`config.mk`:
```
export PLATFORM = sky130hd
export DESIGN_NAME = disk_seek_load_sequencer
export DESIGN_NICKNAME = d
export VERILOG_FILES = /design/src/seek_pkg.sv /design/src/delay_timer.sv /design/src/diff_counter.sv /design/src/disk_seek_load_sequencer.sv
export SDC_FILE = /design/constraint.sdc
export NUM_CORES = 1
export LEC_CHECK = 0
export ABC_AREA = 1
export ABC_CLOCK_PERIOD_IN_PS = 2850
export BUFFER_PORTS_ARGS = -buffer_cell sky130_fd_sc_hd__buf_2
export CAP_MARGIN = 20
export CELL_PAD_IN_SITES_DETAIL_PLACEMENT = 1
export CELL_PAD_IN_SITES_GLOBAL_PLACEMENT = 2
export CORE_MARGIN = 5
export CORE_UTILIZATION = 31
export DETAILED_ROUTE_END_ITERATION = 10
export HOLD_SLACK_MARGIN = 0.1
export PLACE_DENSITY = 0.87
export SLEW_MARGIN = 20
export SYNTH_ARGS = -nofsm -noshare
export SYNTH_HDL_FRONTEND = slang
export SYNTH_SLANG_ARGS = --single-unit
```
`constraint.sdc`:
```
create_clock -name clk_i -period 2.85 [get_ports clk_i]
set_input_delay 0.285 -clock clk_i [delete_from_list [all_inputs] [get_ports clk_i]]
set_output_delay 0.285 -clock clk_i [all_outputs]
set_load 0.05 [all_outputs]
```
`src/seek_pkg.sv`:
```
// constants shared by the load/seek sequencer and its helper modules
// assumes a single 100 MHz clock; the far end is the disk controller's tag logic
// Behaviour
// - load latch: gates off, cylinder zero, difference 1023
// - load latch drives forward motion until end-of-travel
// - outer guard band: drop load, enable fine gate
// - on cylinder held 1.75 ms before flip-flop sets
// - first seek on-cylinder sets unit ready, unload clears
// - unit ready sets attention when address plug present
// - no dibits 200 ms after load: retract
// - timeout gives pack unsafe, reload refused while locked
// - dibits lost 200 ms when ready: same retract
// - tag 6 loads bus out into low cylinder bits
// - tag 6 clears head, presets difference to 1023
// - tag 7 byte: 512, 256, unused, head bits
// - tag 7 loads upper cylinder and difference bits
// - tag 7 loads five head address bits
// - tag 8 with control bit 2 set writes complement into difference low byte
// - seek start without fault sets seek flip-flops
// - each cylinder pulse outside load and fine, with no preset or tag load in the same cycle, increments difference counter, holding at 1023
// - first seek end: complete, on line, not busy
package seek_pkg;
  // ==========================================================
  // timing
  localparam int CLK_FREQ_KHZ = 100000;
  localparam int DIBIT_TIMEOUT_MS = 200;
  localparam int DIBIT_TIMEOUT_CYC = DIBIT_TIMEOUT_MS * CLK_FREQ_KHZ;
  localparam int ON_CYL_DELAY_US = 1750;
  localparam int ON_CYL_DELAY_CYC = ON_CYL_DELAY_US * CLK_FREQ_KHZ / 1000;
  // ==========================================================
  // counter and register values
  localparam logic [9:0] DIFF_MAX = 10'h3ff;
  localparam logic [9:0] CYL_ZERO = 10'h000;
  localparam logic [4:0] HEAD_ZERO = 5'h00;
  // ==========================================================
  // tags and bus out bit positions
  localparam logic [3:0] TAG_CYL = 4'h6;
  localparam logic [3:0] TAG_HEAD = 4'h7;
  localparam logic [3:0] TAG_DIFF = 4'h8;
  localparam logic [3:0] TAG_CTRL = 4'h9;
  localparam int BOB_CYL512 = 0;
  localparam int BOB_CYL256 = 1;
  localparam int BOB_SEEK_START = 3;
  localparam int BOB_CTRL_RESET = 6;
  // ==========================================================
  // wishbone register map
  localparam logic [7:0] REG_STATUS = 8'h00;
  localparam logic [7:0] REG_CYL = 8'h04;
  localparam logic [7:0] REG_POS = 8'h08;
  localparam logic [7:0] REG_CTRL = 8'h0c;
  localparam int CTRL_CLR_LOCK = 0;
  localparam int CTRL_CLR_ATTN = 1;
  localparam int CTRL_RESET = 2;
  localparam int POS_DIFF_LSB = 0;
  localparam int POS_HEAD_LSB = 16;
  localparam int STAT_STATE_LSB = 0;
  localparam int STAT_READY = 8;
  localparam int STAT_ATTN = 9;
  localparam int STAT_FAULT = 10;
  localparam int STAT_LOCK = 11;
  localparam int STAT_SEEK = 12;
  localparam int STAT_COMPLETE = 13;
  localparam int STAT_ONLINE = 14;
  localparam int STAT_BUSY = 15;
  // ==========================================================
  // sequencer states
  typedef enum logic [4:0] {
    ST_IDLE = 5'b00001,
    ST_LOAD = 5'b00010,
    ST_FINE = 5'b00100,
    ST_READY = 5'b01000,
    ST_RTZ = 5'b10000
  } seq_state_t;
endpackage : seek_pkg

```
`src/delay_timer.sv`:
```
// run-gated delay: done rises CYCLES edges after run rose
// assumes run_i is a level; dropping it restarts the count
`timescale 1ns/1ns
module delay_timer #(
  parameter int CYCLES = 4,
  parameter int W = $clog2(CYCLES + 1)
) (
  input wire logic clk_i,
  input wire logic rst_i,
  input wire logic run_i,
  output logic done_o
);
  localparam logic [W-1:0] LAST = W'(CYCLES - 1);
  logic [W-1:0] cnt_ff;

  // count stops at the last value so done stays a level
  always_ff @(posedge clk_i) begin
    if (rst_i || !run_i) begin
      cnt_ff <= '0;
      done_o <= 1'b0;
    end else begin
      if (cnt_ff != LAST) cnt_ff <= cnt_ff + W'(1);
      done_o <= (cnt_ff == LAST);
    end
  end
endmodule : delay_timer

```
`src/diff_counter.sv`:
```
// ten-bit cylinder difference counter, 1023 means target reached
// assumes load strobes are single-cycle and mutually exclusive
`timescale 1ns/1ns
module diff_counter import seek_pkg::*; (
  input wire logic clk_i,
  input wire logic rst_i,
  input wire logic preset_i,
  input wire logic load_hi_i,
  input wire logic [1:0] hi_i,
  input wire logic load_lo_i,
  input wire logic [7:0] lo_i,
  input wire logic incr_i,
  output logic [9:0] diff_o,
  output logic at_target_o
);
  // preset beats loads, loads beat counting
  always_ff @(posedge clk_i) begin
    if (rst_i || preset_i) begin
      diff_o <= DIFF_MAX;
    end else if (load_hi_i) begin
      diff_o[9:8] <= hi_i;
    end else if (load_lo_i) begin
      diff_o[7:0] <= lo_i;
    end else if (incr_i && diff_o != DIFF_MAX) begin
      diff_o <= diff_o + 10'h001;
    end
  end

  assign at_target_o = (diff_o == DIFF_MAX);
endmodule : diff_counter

```
`src/disk_seek_load_sequencer.sv`:
```
// first-seek load sequencer and direct-seek tag receiver of a disk drive
// assumes drive sense inputs and controller tags are synchronous to clk_i;
// software reaches status and control over a classic wishbone slave
`timescale 1ns/1ns
module disk_seek_load_sequencer import seek_pkg::*; #(
  parameter int DIBIT_CYC = DIBIT_TIMEOUT_CYC,
  parameter int SETTLE_CYC = ON_CYL_DELAY_CYC
) (
  input wire logic clk_i,
  input wire logic rst_i,
  input wire logic cyc_i,
  input wire logic stb_i,
  input wire logic we_i,
  input wire logic [7:0] adr_i,
  input wire logic [3:0] sel_i,
  input wire logic [31:0] dat_i,
  output logic [31:0] dat_o,
  output logic ack_o,
  input wire logic first_seek_start_i,
  input wire logic odd_dibits_i,
  input wire logic dibits_present_i,
  input wire logic on_cyl_detect_i,
  input wire logic cyl_pulse_i,
  input wire logic heads_unloaded_i,
  input wire logic addr_plug_i,
  input wire logic tag_strobe_i,
  input wire logic [3:0] tag_code_i,
  input wire logic [7:0] bus_out_i,
  input wire logic ctl_bit2_i,
  output logic load_gate_o,
  output logic fwd_motion_o,
  output logic coarse_gate_o,
  output logic fine_gate_o,
  output logic retract_o,
  output logic unit_ready_o,
  output logic attention_o,
  output logic device_fault_o,
  output logic select_lock_o,
  output logic seek_o,
  output logic seek_fwd_o,
  output logic fwd_o,
  output logic seek_complete_o,
  output logic on_line_o,
  output logic busy_o,
  output logic [9:0] cyl_addr_o,
  output logic [4:0] head_addr_o,
  output logic [9:0] diff_o
);
  // ==========================================================
  // decode helpers
  function automatic logic tag_hit(input logic stb, input logic [3:0] code,
                                   input logic [3:0] want);
    tag_hit = stb && (code == want);
  endfunction : tag_hit

  // head weights run 16..1 on bits 3..7, so the field is reversed
  function automatic logic [4:0] head_field(input logic [7:0] b);
    head_field = {b[3], b[4], b[5], b[6], b[7]};
  endfunction : head_field

  seq_state_t state_ff, nxt_state;
  logic rev_eot_ff, dibits_seen_ff, on_cyl_ff;
  logic dibit_timeout, settle_done, at_target;

  // ==========================================================
  // wishbone slave
  wire wb_req = cyc_i && stb_i && !ack_o;
  wire wr_ctrl = cyc_i && stb_i && we_i && ack_o && sel_i[0] && (adr_i == REG_CTRL);
  wire clr_lock = wr_ctrl && dat_i[CTRL_CLR_LOCK];
  wire clr_attn = wr_ctrl && dat_i[CTRL_CLR_ATTN];
  logic [31:0] status_w, pos_w, rd_w;

  // status word gathered from the live flip-flops
  always_comb begin
    status_w = 32'h0000_0000;
    status_w[STAT_STATE_LSB +: 5] = state_ff;
    status_w[STAT_READY] = unit_ready_o;
    status_w[STAT_ATTN] = attention_o;
    status_w[STAT_FAULT] = device_fault_o;
    status_w[STAT_LOCK] = select_lock_o;
    status_w[STAT_SEEK] = seek_o;
    status_w[STAT_COMPLETE] = seek_complete_o;
    status_w[STAT_ONLINE] = on_line_o;
    status_w[STAT_BUSY] = busy_o;
    pos_w = 32'h0000_0000;
    pos_w[POS_DIFF_LSB +: 10] = diff_o;
    pos_w[POS_HEAD_LSB +: 5] = head_addr_o;
  end

  // unmapped addresses and the control word read as zero
  assign rd_w = (adr_i == REG_STATUS) ? status_w :
                (adr_i == REG_CYL) ? {22'h000000, cyl_addr_o} :
                (adr_i == REG_POS) ? pos_w : 32'h0000_0000;

  // ack one cycle after the request; writes land on the ack edge
  always_ff @(posedge clk_i) begin
    if (rst_i) begin
      ack_o <= 1'b0;
      dat_o <= 32'h0000_0000;
    end else begin
      ack_o <= wb_req;
      dat_o <= (wb_req && !we_i) ? rd_w : 32'h0000_0000;
    end
  end

  // ==========================================================
  // tag decode
  wire tag_cyl = tag_hit(tag_strobe_i, tag_code_i, TAG_CYL);
  wire tag_head = tag_hit(tag_strobe_i, tag_code_i, TAG_HEAD);
  wire tag_diff = tag_hit(tag_strobe_i, tag_code_i, TAG_DIFF) && ctl_bit2_i;
  wire tag_ctrl = tag_hit(tag_strobe_i, tag_code_i, TAG_CTRL);
  wire ctl_reset = (tag_ctrl && bus_out_i[BOB_CTRL_RESET]) ||
                   (wr_ctrl && dat_i[CTRL_RESET]);

  // ==========================================================
  // sequence events
  wire in_load = (state_ff == ST_LOAD);
  wire in_fine = (state_ff == ST_FINE);
  wire in_ready = (state_ff == ST_READY);
  wire load_entry = (state_ff == ST_IDLE) && first_seek_start_i && !select_lock_o;
  wire ready_set = in_fine && !dibit_timeout && settle_done;
  wire fault_set = dibit_timeout && (in_load || in_fine || in_ready);
  wire abort = load_entry || fault_set || ctl_reset;
  wire seek_start = tag_ctrl && bus_out_i[BOB_SEEK_START] && !device_fault_o && !abort;
  wire nxt_rev_eot = in_load && (odd_dibits_i || rev_eot_ff);
  wire nxt_seek = !abort && (seek_start || (seek_o && !at_target));
  // first-seek cylinder pulses must not move the counter
  wire cyl_incr = cyl_pulse_i && !in_load && !in_fine;

  // dibit watchdog: until first seen while loading, or whenever lost later
  wire dibit_run = (in_load && !dibits_seen_ff) ||
                   ((in_fine || in_ready) && !dibits_present_i);
  wire settle_run = in_fine && on_cyl_detect_i;

  delay_timer #(
    .CYCLES(DIBIT_CYC)
  ) u_dibit_timer (
    .clk_i(clk_i),
    .rst_i(rst_i),
    .run_i(dibit_run),
    .done_o(dibit_timeout)
  );

  delay_timer #(
    .CYCLES(SETTLE_CYC)
  ) u_settle_timer (
    .clk_i(clk_i),
    .rst_i(rst_i),
    .run_i(settle_run),
    .done_o(settle_done)
  );

  diff_counter u_diff (
    .clk_i(clk_i),
    .rst_i(rst_i),
    .preset_i(load_entry || tag_cyl),
    .load_hi_i(tag_head),
    .hi_i({bus_out_i[BOB_CYL512], bus_out_i[BOB_CYL256]}),
    .load_lo_i(tag_diff),
    .lo_i(~bus_out_i),
    .incr_i(cyl_incr),
    .diff_o(diff_o),
    .at_target_o(at_target)
  );

  // ==========================================================
  // first seek state machine
  always_comb begin
    nxt_state = state_ff;
    unique case (state_ff)
      ST_IDLE: if (load_entry) nxt_state = ST_LOAD;
      ST_LOAD: begin
        if (dibit_timeout) nxt_state = ST_RTZ;
        else if (rev_eot_ff) nxt_state = ST_FINE;
      end
      ST_FINE: begin
        if (dibit_timeout) nxt_state = ST_RTZ;
        else if (settle_done) nxt_state = ST_READY;
      end
      ST_READY: begin
        if (heads_unloaded_i) nxt_state = ST_IDLE;
        else if (dibit_timeout) nxt_state = ST_RTZ;
      end
      ST_RTZ: if (heads_unloaded_i) nxt_state = ST_IDLE;
      default: nxt_state = ST_IDLE;
    endcase
  end

  // state and motion gates, all taken from the next state
  always_ff @(posedge clk_i) begin
    if (rst_i) begin
      state_ff <= ST_IDLE;
      rev_eot_ff <= 1'b0;
      load_gate_o <= 1'b0;
      fwd_motion_o <= 1'b0;
      fine_gate_o <= 1'b0;
      retract_o <= 1'b0;
    end else begin
      state_ff <= nxt_state;
      rev_eot_ff <= nxt_rev_eot;
      load_gate_o <= (nxt_state == ST_LOAD);
      fwd_motion_o <= (nxt_state == ST_LOAD) && !nxt_rev_eot;
      fine_gate_o <= (nxt_state == ST_FINE) || (nxt_state == ST_READY);
      retract_o <= (nxt_state == ST_RTZ);
    end
  end

  // ==========================================================
  // ready, attention and pack-unsafe flags; a set beats a clear
  always_ff @(posedge clk_i) begin
    if (rst_i) begin
      dibits_seen_ff <= 1'b0;
      on_cyl_ff <= 1'b0;
      unit_ready_o <= 1'b0;
      attention_o <= 1'b0;
      device_fault_o <= 1'b0;
      select_lock_o <= 1'b0;
    end else begin
      dibits_seen_ff <= in_load && (dibits_present_i || dibits_seen_ff);
      on_cyl_ff <= ready_set || (on_cyl_ff && in_ready);
      unit_ready_o <= ready_set || (unit_ready_o && !heads_unloaded_i);
      attention_o <= (ready_set && addr_plug_i) ||
                     (attention_o && !clr_attn && !ctl_reset);
      device_fault_o <= fault_set || (device_fault_o && !ctl_reset);
      select_lock_o <= fault_set || (select_lock_o && !clr_lock);
    end
  end

  // ==========================================================
  // bus-in status and direct seek flip-flops
  always_ff @(posedge clk_i) begin
    if (rst_i) begin
      seek_complete_o <= 1'b0;
      on_line_o <= 1'b0;
      busy_o <= 1'b0;
      seek_o <= 1'b0;
      coarse_gate_o <= 1'b0;
      seek_fwd_o <= 1'b0;
      fwd_o <= 1'b0;
    end else begin
      seek_complete_o <= ready_set || (seek_o && at_target && !abort) ||
                         (seek_complete_o && !load_entry && !fault_set && !seek_start);
      on_line_o <= ready_set || (on_line_o && !heads_unloaded_i && !fault_set);
      busy_o <= load_entry || (busy_o && !ready_set && nxt_state != ST_IDLE);
      seek_o <= nxt_seek;
      coarse_gate_o <= nxt_seek;
      seek_fwd_o <= seek_start || (seek_fwd_o && !abort);
      fwd_o <= seek_start || (fwd_o && !abort);
    end
  end

  // ==========================================================
  // cylinder and head address registers
  always_ff @(posedge clk_i) begin
    if (rst_i || load_entry) begin
      cyl_addr_o <= CYL_ZERO;
    end else if (tag_cyl) begin
      cyl_addr_o[7:0] <= bus_out_i;
    end else if (tag_head) begin
      cyl_addr_o[9:8] <= {bus_out_i[BOB_CYL512], bus_out_i[BOB_CYL256]};
    end
  end

  always_ff @(posedge clk_i) begin
    if (rst_i || tag_cyl) begin
      head_addr_o <= HEAD_ZERO;
    end else if (tag_head) begin
      head_addr_o <= head_field(bus_out_i);
    end
  end

  // ==========================================================
  // checks; settle_cnt_ff only feeds the settle check
  logic [31:0] settle_cnt_ff;
  always_ff @(posedge clk_i) begin
    if (rst_i || !settle_run) settle_cnt_ff <= 32'h0000_0000;
    else settle_cnt_ff <= settle_cnt_ff + 32'h0000_0001;
  end
endmodule : disk_seek_load_sequencer

```
Yosys cells after proc, flatten, opt, wreduce, memory -nomap -nowiden
Index checks and enable logic that the tools add are counted.
Word-level totals
  register bits after elaboration: 124
  output and inout port bits: 73
  word-level logic and storage cells: 190
Cells by class
  add/subtract/negate cells: 3
  equality and inequality tests: 24
  muxes and demuxes: 16
  bitwise operators: 5
  reduce and logical (&&, ||, !) cells: 111
Operators with widths (number)
  logical AND 1 bit: 52
  two-way mux 5 bit: 8
  two-way mux 16 bit: 2
  logical OR 1 bit: 27
  adder 25 x 1 -> 25 bit (second input constant): 1
  == test 25 bit (second input constant): 1
  != test 25 bit (second input constant): 1
  case mux 5 bit (5 select lines): 1
  logical NOT 1 bit: 22
  two-way mux 10 bit: 2
  adder 18 x 1 -> 18 bit (second input constant): 1
  == test 18 bit (second input constant): 1
  != test 18 bit (second input constant): 1
  == test 8 x 4 -> 1 bit (second input constant): 2
  adder 10 x 1 -> 10 bit (second input constant): 1
  == test 10 bit (second input constant): 1
  == test 5 x 2 -> 1 bit (second input constant): 2
  == test 5 x 3 -> 1 bit (second input constant): 2
  == test 5 x 4 -> 1 bit (second input constant): 2
  == test 5 bit (second input constant): 2
  != test 10 bit (second input constant): 1
  == test 4 x 3 -> 1 bit (second input constant): 2
  == test 4 bit (second input constant): 2
  == test 8 x 3 -> 1 bit (second input constant): 1
  other kinds (14): 21

Longest topological paths before layout
Gate-level depths: netlist of run 1.
  depth in word-level cells: 13
  depth in mapped cells: 11
  depth with buffers taken out: 11

Modules after synthesis
A second synthesis of run 1 with hierarchy kept.
Second synthesis, totals
  cells, all modules: 863
  area, all modules: 5808.1 um2
By module, submodules not included
  disk_seek_load_sequencer: instances 1, cells each 327, area each 2434.8 um2
  delay_timer at u_dibit_timer: instances 1, cells each 251, area each 1554.0 um2
  delay_timer at u_settle_timer: instances 1, cells each 163, area each 1072.3 um2
  diff_counter: instances 1, cells each 122, area each 747.0 um2

Worst setup path before layout of run 1
No wires, ideal clock.
  kind: register to register
  start: register u_diff.diff_o[1]
  end: register u_diff.diff_o[5]
  arrival: 1.815 ns
  path slack: 0.972 ns
  stages on the path, launching flop included: 10
  path through: dfxtp_1 ha_1 nand2_1 nor2_1 nand3_1 nand3_1 nand2_2 nand2_4 nand2_1 nand3_1
Between the ends
  cells in the longest elaborated chain, start to end: 4
RTL lines
  start, declared: RTL line diff_counter.sv:13  | output logic [9:0] diff_o,
  start signal, assigned: RTL line diff_counter.sv:23  | diff_o[7:0] <= lo_i;
  start signal, assigned: RTL line diff_counter.sv:25  | diff_o <= diff_o + 10'h001;
  branches (longest 4 deep; another with adder 10 x 1 -> 10 bit)
Several ways; the timed one is not identified. The select of a mux whose other input is x is not followed.
A chain may end at the register's enable or synchronous reset.

Worst setup path in the final report of run 1
  start: register u_diff.diff_o[0]
  end: register u_diff.diff_o[5]
Same word-level chain as after synthesis.

==> results of run 1 <==
cell type report:
type                       count  area [um2]
multi-input combinational    530        2580
fill                        2202       10500
tap                          225         282
timing repair buffer         103         526
clock inverter                15         170
sequential                   113        2260
clock buffer                  17         425
inverter                     107         402
layer usage:
layer	up-vias	global-route usage	wire (um)
met5	-	0	0
met4	0	0.0520	221
met3	15	0.0377	640
met2	85	0.297	8410
met1	2498	0.201	7280
li1	2703	-	-
worst min-delay path, stage by stage:
cell,delay (ns)
buf_2,0.09
nand2_1,0.06
a21oi_1,0.05
sequential cells by signal (all words and copies together), names as in the netlist, 5 cells and up:
name                   cells
cyl_addr_o                10
dat_o                     21
head_addr_o                5
state_ff                   5
u_dibit_timer.cnt_ff      25
u_diff.diff_o             10
u_settle_timer.cnt_ff     18
layout by cell type (no fill, tap or decap), types with 2 or more instances in the layout:
| cell type | netlist | final |
|---|---|---|
| a211oi_1 | 8 | 8 |
| nand2_2 | 5 | 5 |
| xor2_1 | 4 | 4 |
| bufinv_16 | 0 | 2 |
| or2_2 | 5 | 5 |
| buf_4 | 13 | 4 |
| inv_1 | 95 | 95 |
| nor4_1 | 6 | 6 |
| ha_1 | 3 | 3 |
| nor2_2 | 14 | 14 |
| clkbuf_16 | 0 | 17 |
| dfxtp_1 | 113 | 113 |
| o21ai_0 | 41 | 41 |
| o21ai_1 | 4 | 4 |
| nor3_1 | 19 | 19 |
| nand4_1 | 17 | 17 |
| nor3_2 | 4 | 4 |
| clkinv_4 | 0 | 2 |
| inv_6 | 0 | 8 |
| buf_2 | 2 | 99 |
| conb_1 | 1 | 11 |
| xnor2_1 | 2 | 2 |
| nand2_1 | 152 | 152 |
| inv_2 | 11 | 11 |
| a21oi_1 | 60 | 60 |
| nand3_2 | 3 | 3 |
| nor2_1 | 86 | 86 |
| a31oi_1 | 7 | 7 |
| clkinvlp_4 | 0 | 3 |
| nand3_1 | 66 | 66 |
worst paths after layout:
kind                          from          endpoint  slack, ns  depth (start not counted)
setup / recovery  u_diff.diff_o[0]  u_diff.diff_o[5]       0.88                          9
setup reg to reg  u_diff.diff_o[0]  u_diff.diff_o[5]       0.88                          9
hold reg to reg          on_line_o         dat_o[14]       0.45                          2
hold / removal         addr_plug_i       attention_o       0.11                          3
power breakdown:
| group | internal (mW) | total (mW) | switching [mW] |
|---|---|---|---|
| Clock | 1.31 | 2.17 | 0.863 |
| Combinational | 0.213 | 0.747 | 0.534 |
| Sequential | 1.62 | 1.69 | 0.0682 |
metrics by stage:
stage	instance area [um2]	power, mW	cells	setup slack (ns)	utilization
4_1_cts	6650	4.66	1110	0.899	0.389
3_5_place_dp	6050	2.46	1078	0.944	0.354
5_1_grt	6650	4.80	1110	0.718	0.389
6_report	6650	4.61	1110	0.884	0.389
3_3_place_gp	6050	2.45	1078	0.946	0.354
2_1_floorplan	5390	2.27	770	0.972	-
logic make-up (layout without fill, tap and decap cells):
logic type	after synthesis	after routing	synth area share
flops	113	113	0.423
buf+inv	127	242	0.101
fa+ha+maj	3	3	0.00702
other cells	1	11	0.000701
xor+xnor	6	6	0.00982
simple gates	385	385	0.332
compound gates	125	125	0.126
==> impl_results.md, run 1 <==
* Power Dens Cells at 693 nW/um2
* Worst hold path class: input pin to flop
* Top-count cell post-synth: nand2_1
* Antenna-violating nets left at 0
* CP Data Arrival Time at 2.32 ns
* Vias/cell at 4.78
* Lkg Pwr at 2.74 nW
* IO buf count at 99
* Max Root-Sink Buffers at 2
* Layout cells sized above 1 at 0.208
* Routed Wire Length at 16,600 um
* Die height at 141 um
* Synth area leader: dfxtp_1
* Fin. max-slew vios at 0
* GRT Util Overall at 0.167
* CP cell instances: ha_1 > nand2_1 > nor2_1 > nand3_1 > nand3_1 > nand2_2 > nand2_4 > nand2_1 > nand3_1
* Synth cell count leaders: nand2_1 (152), dfxtp_1 (113), inv_1 (95), nor2_1 (86), nand3_1 (66)
* Syn Area/Cell at 7.04 um2
* Ant diodes at 0
* Synth area leaders: dfxtp_1 (42%), nand2_1 (11%), inv_1 (6.7%)
* 1st-iter DRT viols at 251
* Post-CTS setup buffers at 0
* CTS Hold Bufs at 0
* Placer Congestion at 0.807
* Worst EP required at 3.21 ns
* Setup TNS at 0 ns
* Initial core utilization at 0.313
* Area growth syn-to-layout at 24.3%
* Remaining global-route overflow at 0
* Critical path peak fanout at 9
* Max_slew headroom at 0.582
* Core area at 17,100 um2
* Via count at 5,301
* Top-area cell type share of the netlist area at 0.423
* Hold_ws at 0.111 ns
* CTS-repair resized insts at 0
* Min Tclk post-route at 1.97 ns
* Hpwl dp at 12,600 um
* RSZ-0062 raised after global routing: false
* Rows at 48
* Ys Warns at 0
* CTS buffer count at 17
* Ys async rst share at 0
* Register bit total from synthesis at 113
* Synth Flop Type: dfxtp_1
* CP top delay family: simple AND/OR/NAND/NOR gates
* Residual DRC at 0
* Fmax achieved at 509 MHz
* CTS tree: done
* Peak VDD IR at 0.427 mV
* Critical path endpoint category: flop
* Worst slew pin tran at 0.626 ns
* Most used cell along the critical path: nand3_1
* I/O pin cnt at 143
* Clk_skew at 0.0101 ns
* Vias in the first global route at 5,325
* Post-synth EDFFs at 0
* Initial antenna violation count at 0
* Post-Syn Area at 5350 um2
* First-pass GRT wire length at 26,700 um
* Final Setup Violations at 0
* WL/cell at 14.9 um
* Sequential fraction of the synthesis area at 0.423
* CTS Sinks at 113
* CP bufs+invs at 0
* Nets at 945
* Synth Instances at 760
* Max H-tree Level at 4
* Die area at 20,000 um2
* Cell variety after synth at 41
* Crit path launch type: flop
* Max Cap Viol at 0
* Clk_lat worst skew at 0.43 ns
* Final hold vios at 0
* Final worst path period share at 0.690
* Clk root buf: clkbuf_16
* Critical path's largest stage delay at 0.44 ns
* Status: completed
* Clock Pin Slew Worst Setup and Hold Paths at 0.06 ns
* Die Wd at 141 um
* CP max-delay cell: dfxtp_1
* Largest net degree at the start of global routing at 19
* Iteration count of the initial detailed-routing pass at 4
* Critical path class: flop to flop
No activity file was read; power rests on OpenSTA's default activity.
==> inputs of run 2 (changes only) <==
Settings changed: ABC_CLOCK_PERIOD_IN_PS 2850 to 1800, CORE_UTILIZATION 31 to 26, PLACE_DENSITY 0.87 to 0.78.
Clock period 2.85 ns to 1.8 ns, I/O delays scaled along.
==> impl_results.md, run 2 (synthesized netlist as in run 1, its figures left out) <==
* Largest net degree at the start of global routing at 17 (was 19)
* Worst setup margin at 0.153 ns (was 0.884 ns)
* Max Root-Sink Buffers at 2 (unchanged)
* Worst min-delay path startpoint: dat_i[1] (was addr_plug_i)
* Lkg Pwr at 2.93 nW (was 2.74 nW)
* Ant diodes at 0 (unchanged)
* I/O pin cnt at 143 (unchanged)
* Hold Path Stages at 4 (was 3)
* Power Dens Cells at 1040 nW/um2 (was 693 nW/um2)
* Initial core utilization at 0.264 (was 0.313)
* Largest registers: u_dibit_timer.cnt_ff (25), dat_o (21), u_settle_timer.cnt_ff (18) (unchanged)
* First-pass GRT wire length at 28,800 um (was 26,700 um)
* Final Setup Violations at 0 (unchanged)
* Worst r2r src: u_settle_timer.cnt_ff[0] (was u_diff.diff_o[0])
* R2R Path End: u_settle_timer.cnt_ff[12] (was u_diff.diff_o[5])
* Cell Area, Placed at 6310 um2 (was 6050 um2)
* CP Data Arrival Time at 1.99 ns (was 2.32 ns)
* Reg with most FFs: u_dibit_timer.cnt_ff (unchanged)
* Routed Wire Length at 17,400 um (was 16,600 um)
* Final worst path period share at 0.915 (was 0.690)
* Power, Total at 7.37 mW (was 4.61 mW)
* Final hold vios at 0 (unchanged)
* Peak VDD IR at 0.650 mV (was 0.427 mV)
* Max H-tree Level at 4 (unchanged)
* Die Wd at 153 um (was 141 um)
* CTS tree: done (unchanged)
* Core area at 20,200 um2 (was 17,100 um2)
* Critical path endpoint category: flop (unchanged)
* CTS buffer count at 17 (unchanged)
* Cells on worst reg2reg path at 8 (was 9)
* Worst hold path class: input pin to flop (unchanged)
* Die area at 23,600 um2 (was 20,000 um2)
* Fin. max-slew vios at 0 (unchanged)
* Fin area at 7070 um2 (was 6650 um2)
* DP Cell Count at 1,149 (was 1,078)
* WL/cell at 14.5 um (was 14.9 um)
* GRT Util Overall at 0.151 (was 0.167)
* Layout cells sized above 1 at 0.231 (was 0.208)
* Remaining global-route overflow at 0 (unchanged)
* Min Tclk post-route at 1.65 ns (was 1.97 ns)
* Critical path class: flop to flop (unchanged)
* Util after Layout at 0.349 (was 0.389)
* Vias/cell at 4.55 (was 4.78)
* Iteration count of the initial detailed-routing pass at 4 (unchanged)
* Clk root buf: clkbuf_16 (unchanged)
* Setup TNS at 0 ns (unchanged)
* Crit path launch type: flop (unchanged)
* 1st-iter DRT viols at 168 (was 251)
* Clk_lat worst skew at 0.42 ns (was 0.43 ns)
* Post-CTS setup buffers at 0 (unchanged)
* CTS Sinks at 113 (unchanged)
* Pre-CTS setup slack at 0.108 ns (was 0.944 ns)
* Area growth syn-to-layout at 32.1% (was 24.3%)
* Status: completed (unchanged)
* Critical path peak fanout at 5 (was 9)
* Internal reg-to-reg setup slack at 0.15 ns (was 0.88 ns)
* Rows at 52 (was 48)
* Residual DRC at 0 (unchanged)
* Worst EP required at 2.14 ns (was 3.21 ns)
* RSZ-0062 raised after global routing: false (unchanged)
* Antenna-violating nets left at 0 (unchanged)
* Max_slew headroom at 0.613 (was 0.582)
* Most frequent cells in the layout: nand2_1 (151), dfxtp_1 (110), buf_2 (99) (was nand2_1 (152), dfxtp_1 (113), buf_2 (99))
* Hpwl dp at 13,700 um (was 12,600 um)
* Fmax achieved at 607 MHz (was 509 MHz)
* Hold endpoint: attention_o (unchanged)
* Clock Pin Slew Worst Setup and Hold Paths at 0.05 ns (was 0.06 ns)
* Worst slew pin tran at 0.579 ns (was 0.626 ns)
* Hold_ws at 0.120 ns (was 0.111 ns)
* Max Cap Viol at 0 (unchanged)
* Clk_skew at 0.0145 ns (was 0.0101 ns)
* Placer Congestion at 0.797 (was 0.807)
* Non-Filler Instances at 1,197 (was 1,110)
* Nets at 987 (was 945)
* IO buf count at 99 (unchanged)
* Commonest non-fill, non-tap cell in the layout: nand2_1 (unchanged)
* Die height at 153 um (was 141 um)
* Via count at 5,448 (was 5,301)
* Vias in the first global route at 5,562 (was 5,325)
* Initial antenna violation count at 0 (unchanged)
* Max FFs per register at 25 (unchanged)
[run 2: changes by cell type in the layout (fill, tap and decap cells not counted), sizes merged]
cell	change
buf	+26
clkbuf	+5
clkinv	+3
dlygate4sd3	+16
inv	-8
[run 2: how the worst max path moves through the flow]
stage	startpoint	to	slack, ns	cells after the start
after floorplan	u_diff.diff_o[7]	u_diff.diff_o[5]	0.11	8
after CTS	u_dibit_timer.cnt_ff[0]	u_dibit_timer.cnt_ff[1]	0.10	8
after detailed placement	u_dibit_timer.cnt_ff[0]	u_dibit_timer.cnt_ff[22]	0.11	10
after global routing	u_settle_timer.cnt_ff[0]	u_settle_timer.cnt_ff[12]	0.01	8
final	u_settle_timer.cnt_ff[0]	u_settle_timer.cnt_ff[12]	0.15	8
after global placement	u_dibit_timer.cnt_ff[0]	u_dibit_timer.cnt_ff[0]	0.16	8
[run 2: metal layers]
layer,GRT usage,share of wire
met5,0,0
met2,0.263,0.49
met4,0.0446,0.012
met3,0.0404,0.036
met1,0.184,0.46
[run 2: area by class of cell]
type / count / area (um2)
clock inverter: 10 / 108
tap: 270 / 338
sequential: 113 / 2270
clock buffer: 22 / 484
inverter: 107 / 402
timing repair buffer: 145 / 881
fill: 2536 / 13200
multi-input combinational: 530 / 2590
[run 2: critical path: stages, from the launching register on]
cell and delay (ns):
dfxtp_1 0.39, ha_2 0.23, nand2_1 0.09, nor2_1 0.18, nand2_1 0.15, nor2_2 0.13
inv_1 0.10, or2_0 0.21, a21oi_1 0.12
[run 2: power by group]
part | switching [mW] | internal [mW] | total [mW] | leakage (nW)
sequential | 0.0693 | 2.57 | 2.64 | 0.913
clock | 1.20 | 2.17 | 3.37 | 0.288
combinational | 0.903 | 0.451 | 1.35 | 1.73
[run 2: what timing repair did]
item,in CTS,in global routing
endpoints found under the hold margin,20,0
endpoints found under the setup margin,0,12
gates resized for setup,0,4
hold buffers,16,0
==> inputs of run 3 (changes only) <==
Settings changed: CORE_UTILIZATION 26 to 27, CTS_BUF_LIST set to sky130_fd_sc_hd__clkbuf_2, PLACE_DENSITY 0.78 to 0.8.
==> impl_results.md, run 3 (synthesized netlist as in run 1, its figures left out) <==
* Clk_skew at 0.0259 ns (was 0.0145 ns)
* Iteration count of the initial detailed-routing pass at 4 (unchanged)
* 1st-iter DRT viols at 213 (was 168)
* Critical path class: input pin to flop (was flop to flop)
* Logic pwr share at 0.240 (was 0.184)
* Worst EP required at 2.38 ns (was 2.14 ns)
* I/O pin cnt at 143 (unchanged)
* GRT Util Overall at 0.163 (was 0.151)
* First-pass GRT wire length at 29,200 um (was 28,800 um)
* Clock Pin Slew Worst Setup and Hold Paths at 0.18 ns (was 0.05 ns)
* Die Wd at 151 um (was 153 um)
* Hpwl dp at 13,600 um (was 13,700 um)
* WL/cell at 14.6 um (was 14.5 um)
* Worst hold path class: input pin to flop (unchanged)
* Util after Layout at 0.366 (was 0.349)
* Max Root-Sink Buffers at 2 (unchanged)
* Net switching power at 2.00 mW (was 2.18 mW)
* Reg with most FFs: u_dibit_timer.cnt_ff (unchanged)
* Largest net degree at the start of global routing at 26 (was 17)
* Vias/cell at 4.55 (about the same)
* Clock network fraction of total power at 0.306 (was 0.458)
* Clk root buf: clkbuf_2 (was clkbuf_16)
* Max Cap Viol at 0 (unchanged)
* Die area at 22,700 um2 (was 23,600 um2)
* Most frequent cells in the layout: nand2_1 (152), dfxtp_1 (107), buf_2 (96) (was nand2_1 (151), dfxtp_1 (110), buf_2 (99))
* RSZ-0062 raised after global routing: false (unchanged)
* Final hold vios at 0 (unchanged)
* Setup TNS at 0 ns (unchanged)
* Pre-CTS setup slack at 0.156 ns (was 0.108 ns)
* Hold_ws at 0.185 ns (was 0.120 ns)
* CP max-delay cell: dlygate4sd3_1 (was dfxtp_1)
* Critical path endpoint category: flop (unchanged)
* Power Dens Cells at 816 nW/um2 (was 1040 nW/um2)
* Initial core utilization at 0.275 (was 0.264)
* CP cell instances: dlygate4sd3_1 > buf_2 > nor4_4 > dlygate4sd3_1 > inv_2 > o21ai_0 > a21oi_1 (was ha_2 > nand2_1 > nor2_1 > nand2_1 > nor2_2 > inv_1 > or2_0 > a21oi_1)
* Final worst path period share at 0.992 (was 0.915)
* CTS buffer count at 17 (unchanged)
* Critical path peak fanout at 7 (was 5)
* Crit path launch type: input pin (was flop)
* Placer Congestion at 0.790 (was 0.797)
* Area growth syn-to-layout at 33.1% (was 32.1%)
* Worst setup margin at 0.0148 ns (was 0.153 ns)
* Vias in the first global route at 5,813 (was 5,562)
* Status: completed (unchanged)
* Fin. max-slew vios at 0 (unchanged)
* Nets at 1,021 (was 987)
* Core area at 19,500 um2 (was 20,200 um2)
* Antenna-violating nets left at 0 (unchanged)
* CP Data Arrival Time at 2.36 ns (was 1.99 ns)
* Residual DRC at 0 (unchanged)
* Peak VDD IR at 0.338 mV (was 0.650 mV)
* CTS Sinks at 113 (unchanged)
* Die height at 151 um (was 153 um)
* Commonest non-fill, non-tap cell in the layout: nand2_1 (unchanged)
* Critical path's largest stage delay at 0.68 ns (was 0.39 ns)
* Largest registers: u_dibit_timer.cnt_ff (25), dat_o (21), u_settle_timer.cnt_ff (18) (unchanged)
* CTS tree: done (unchanged)
* Power share of the sequential group at 0.454 (was 0.359)
* Via count at 5,581 (was 5,448)
* Final Setup Violations at 0 (unchanged)
* Sw frac at 0.344 (was 0.295)
* IO buf count at 99 (unchanged)
* Fmax achieved at 560 MHz (was 607 MHz)
* Lkg Pwr at 2.98 nW (was 2.93 nW)
* Int Pwr at 3.81 mW (was 5.20 mW)
* Min Tclk post-route at 1.79 ns (was 1.65 ns)
* Layout cells sized above 1 at 0.227 (was 0.231)
* Clk_lat worst skew at 0.69 ns (was 0.42 ns)
* Remaining global-route overflow at 0 (unchanged)
* Cell Area, Placed at 6330 um2 (was 6310 um2)
* Max H-tree Level at 4 (unchanged)
* Max FFs per register at 25 (unchanged)
* Routed Wire Length at 17,900 um (was 17,400 um)
* Fin area at 7120 um2 (was 7070 um2)
* Most used cell along the critical path: dlygate4sd3_1 (was nand2_1)
* Initial antenna violation count at 2 (was 0)
* Rows at 51 (was 52)
==> run 3: changes by cell type in the layout (fill, tap and decap cells not counted), sizes merged <==
cell          previous run  this run
buf                    129       126
bufinv                   2         3
clkinv                   6        10
clkinvlp                 3         1
diode                    0         1
dlygate4sd3             16        49
dlymetal6s4s             0         1
==> run 3: timing repair <==
action | 4_1_cts | 5_1_grt
setup endpoints to repair | 0 | 25
gates resized for setup | 0 | 20
hold buffers | 52 | 0
buffers inserted | 0 | 0
hold endpoints to repair | 113 | 0
==> run 3: critical path: cells and delay by family <==
kind / cells / cell delay [ns]
simple gates: 1 / 0.28
compound gates: 2 / 0.41
buf+inv: 4 / 1.49
==> run 3: final timing paths <==
| check | to | from | depth (start not counted) | slack [ns] |
|---|---|---|---|---|
| worst max register to register | device_fault_o | ack_o | 8 | 0.11 |
| worst max-delay path | dat_o[4] | adr_i[2] | 7 | 0.01 |
| worst min-delay path | dat_o[9] | adr_i[0] | 8 | 0.19 |
| worst min register to register | ack_o | ack_o | 1 | 0.46 |
==> run 3: layout make-up <==
type                    count  area, um2
inverters                 107        402
clock inverters            13        144
repair buffers            179       1260
well taps                 265        332
diodes                      1       2.50
fillers                  2498      12300
clock buffers              19       95.1
flip-flops and latches    113       2270
multi-input cells         530       2620
==> run 3: per-stage QoR <==
step	cells	power [mW]
after global routing	1227	6.18
after global placement	1144	3.98
after detailed placement	1144	4.00
after CTS	1228	5.89
after floorplan	770	3.59
final	1227	5.81
==> run 3: per-layer routing <==
| layer | up-vias | GRT usage | part of all wire |
|---|---|---|---|
| met5 | - | 0 | 0.00072 |
| met3 | 24 | 0.0380 | 0.041 |
| met1 | 2626 | 0.196 | 0.45 |
| met4 | 2 | 0.0553 | 0.018 |
| met2 | 86 | 0.285 | 0.49 |
| li1 | 2843 | - | - |
==> run 3: power groups by stage <==
| stage | registers, mW | clock network [mW] | logic [mW] |
|---|---|---|---|
| global route | 2.65 | 2.00 | 1.53 |
| detailed placement | 2.69 | 0 | 1.31 |
| CTS | 2.64 | 1.86 | 1.39 |
| finish | 2.64 | 1.78 | 1.39 |
| global placement | 2.69 | 0 | 1.29 |
| floorplan | 2.92 | 0 | 0.673 |
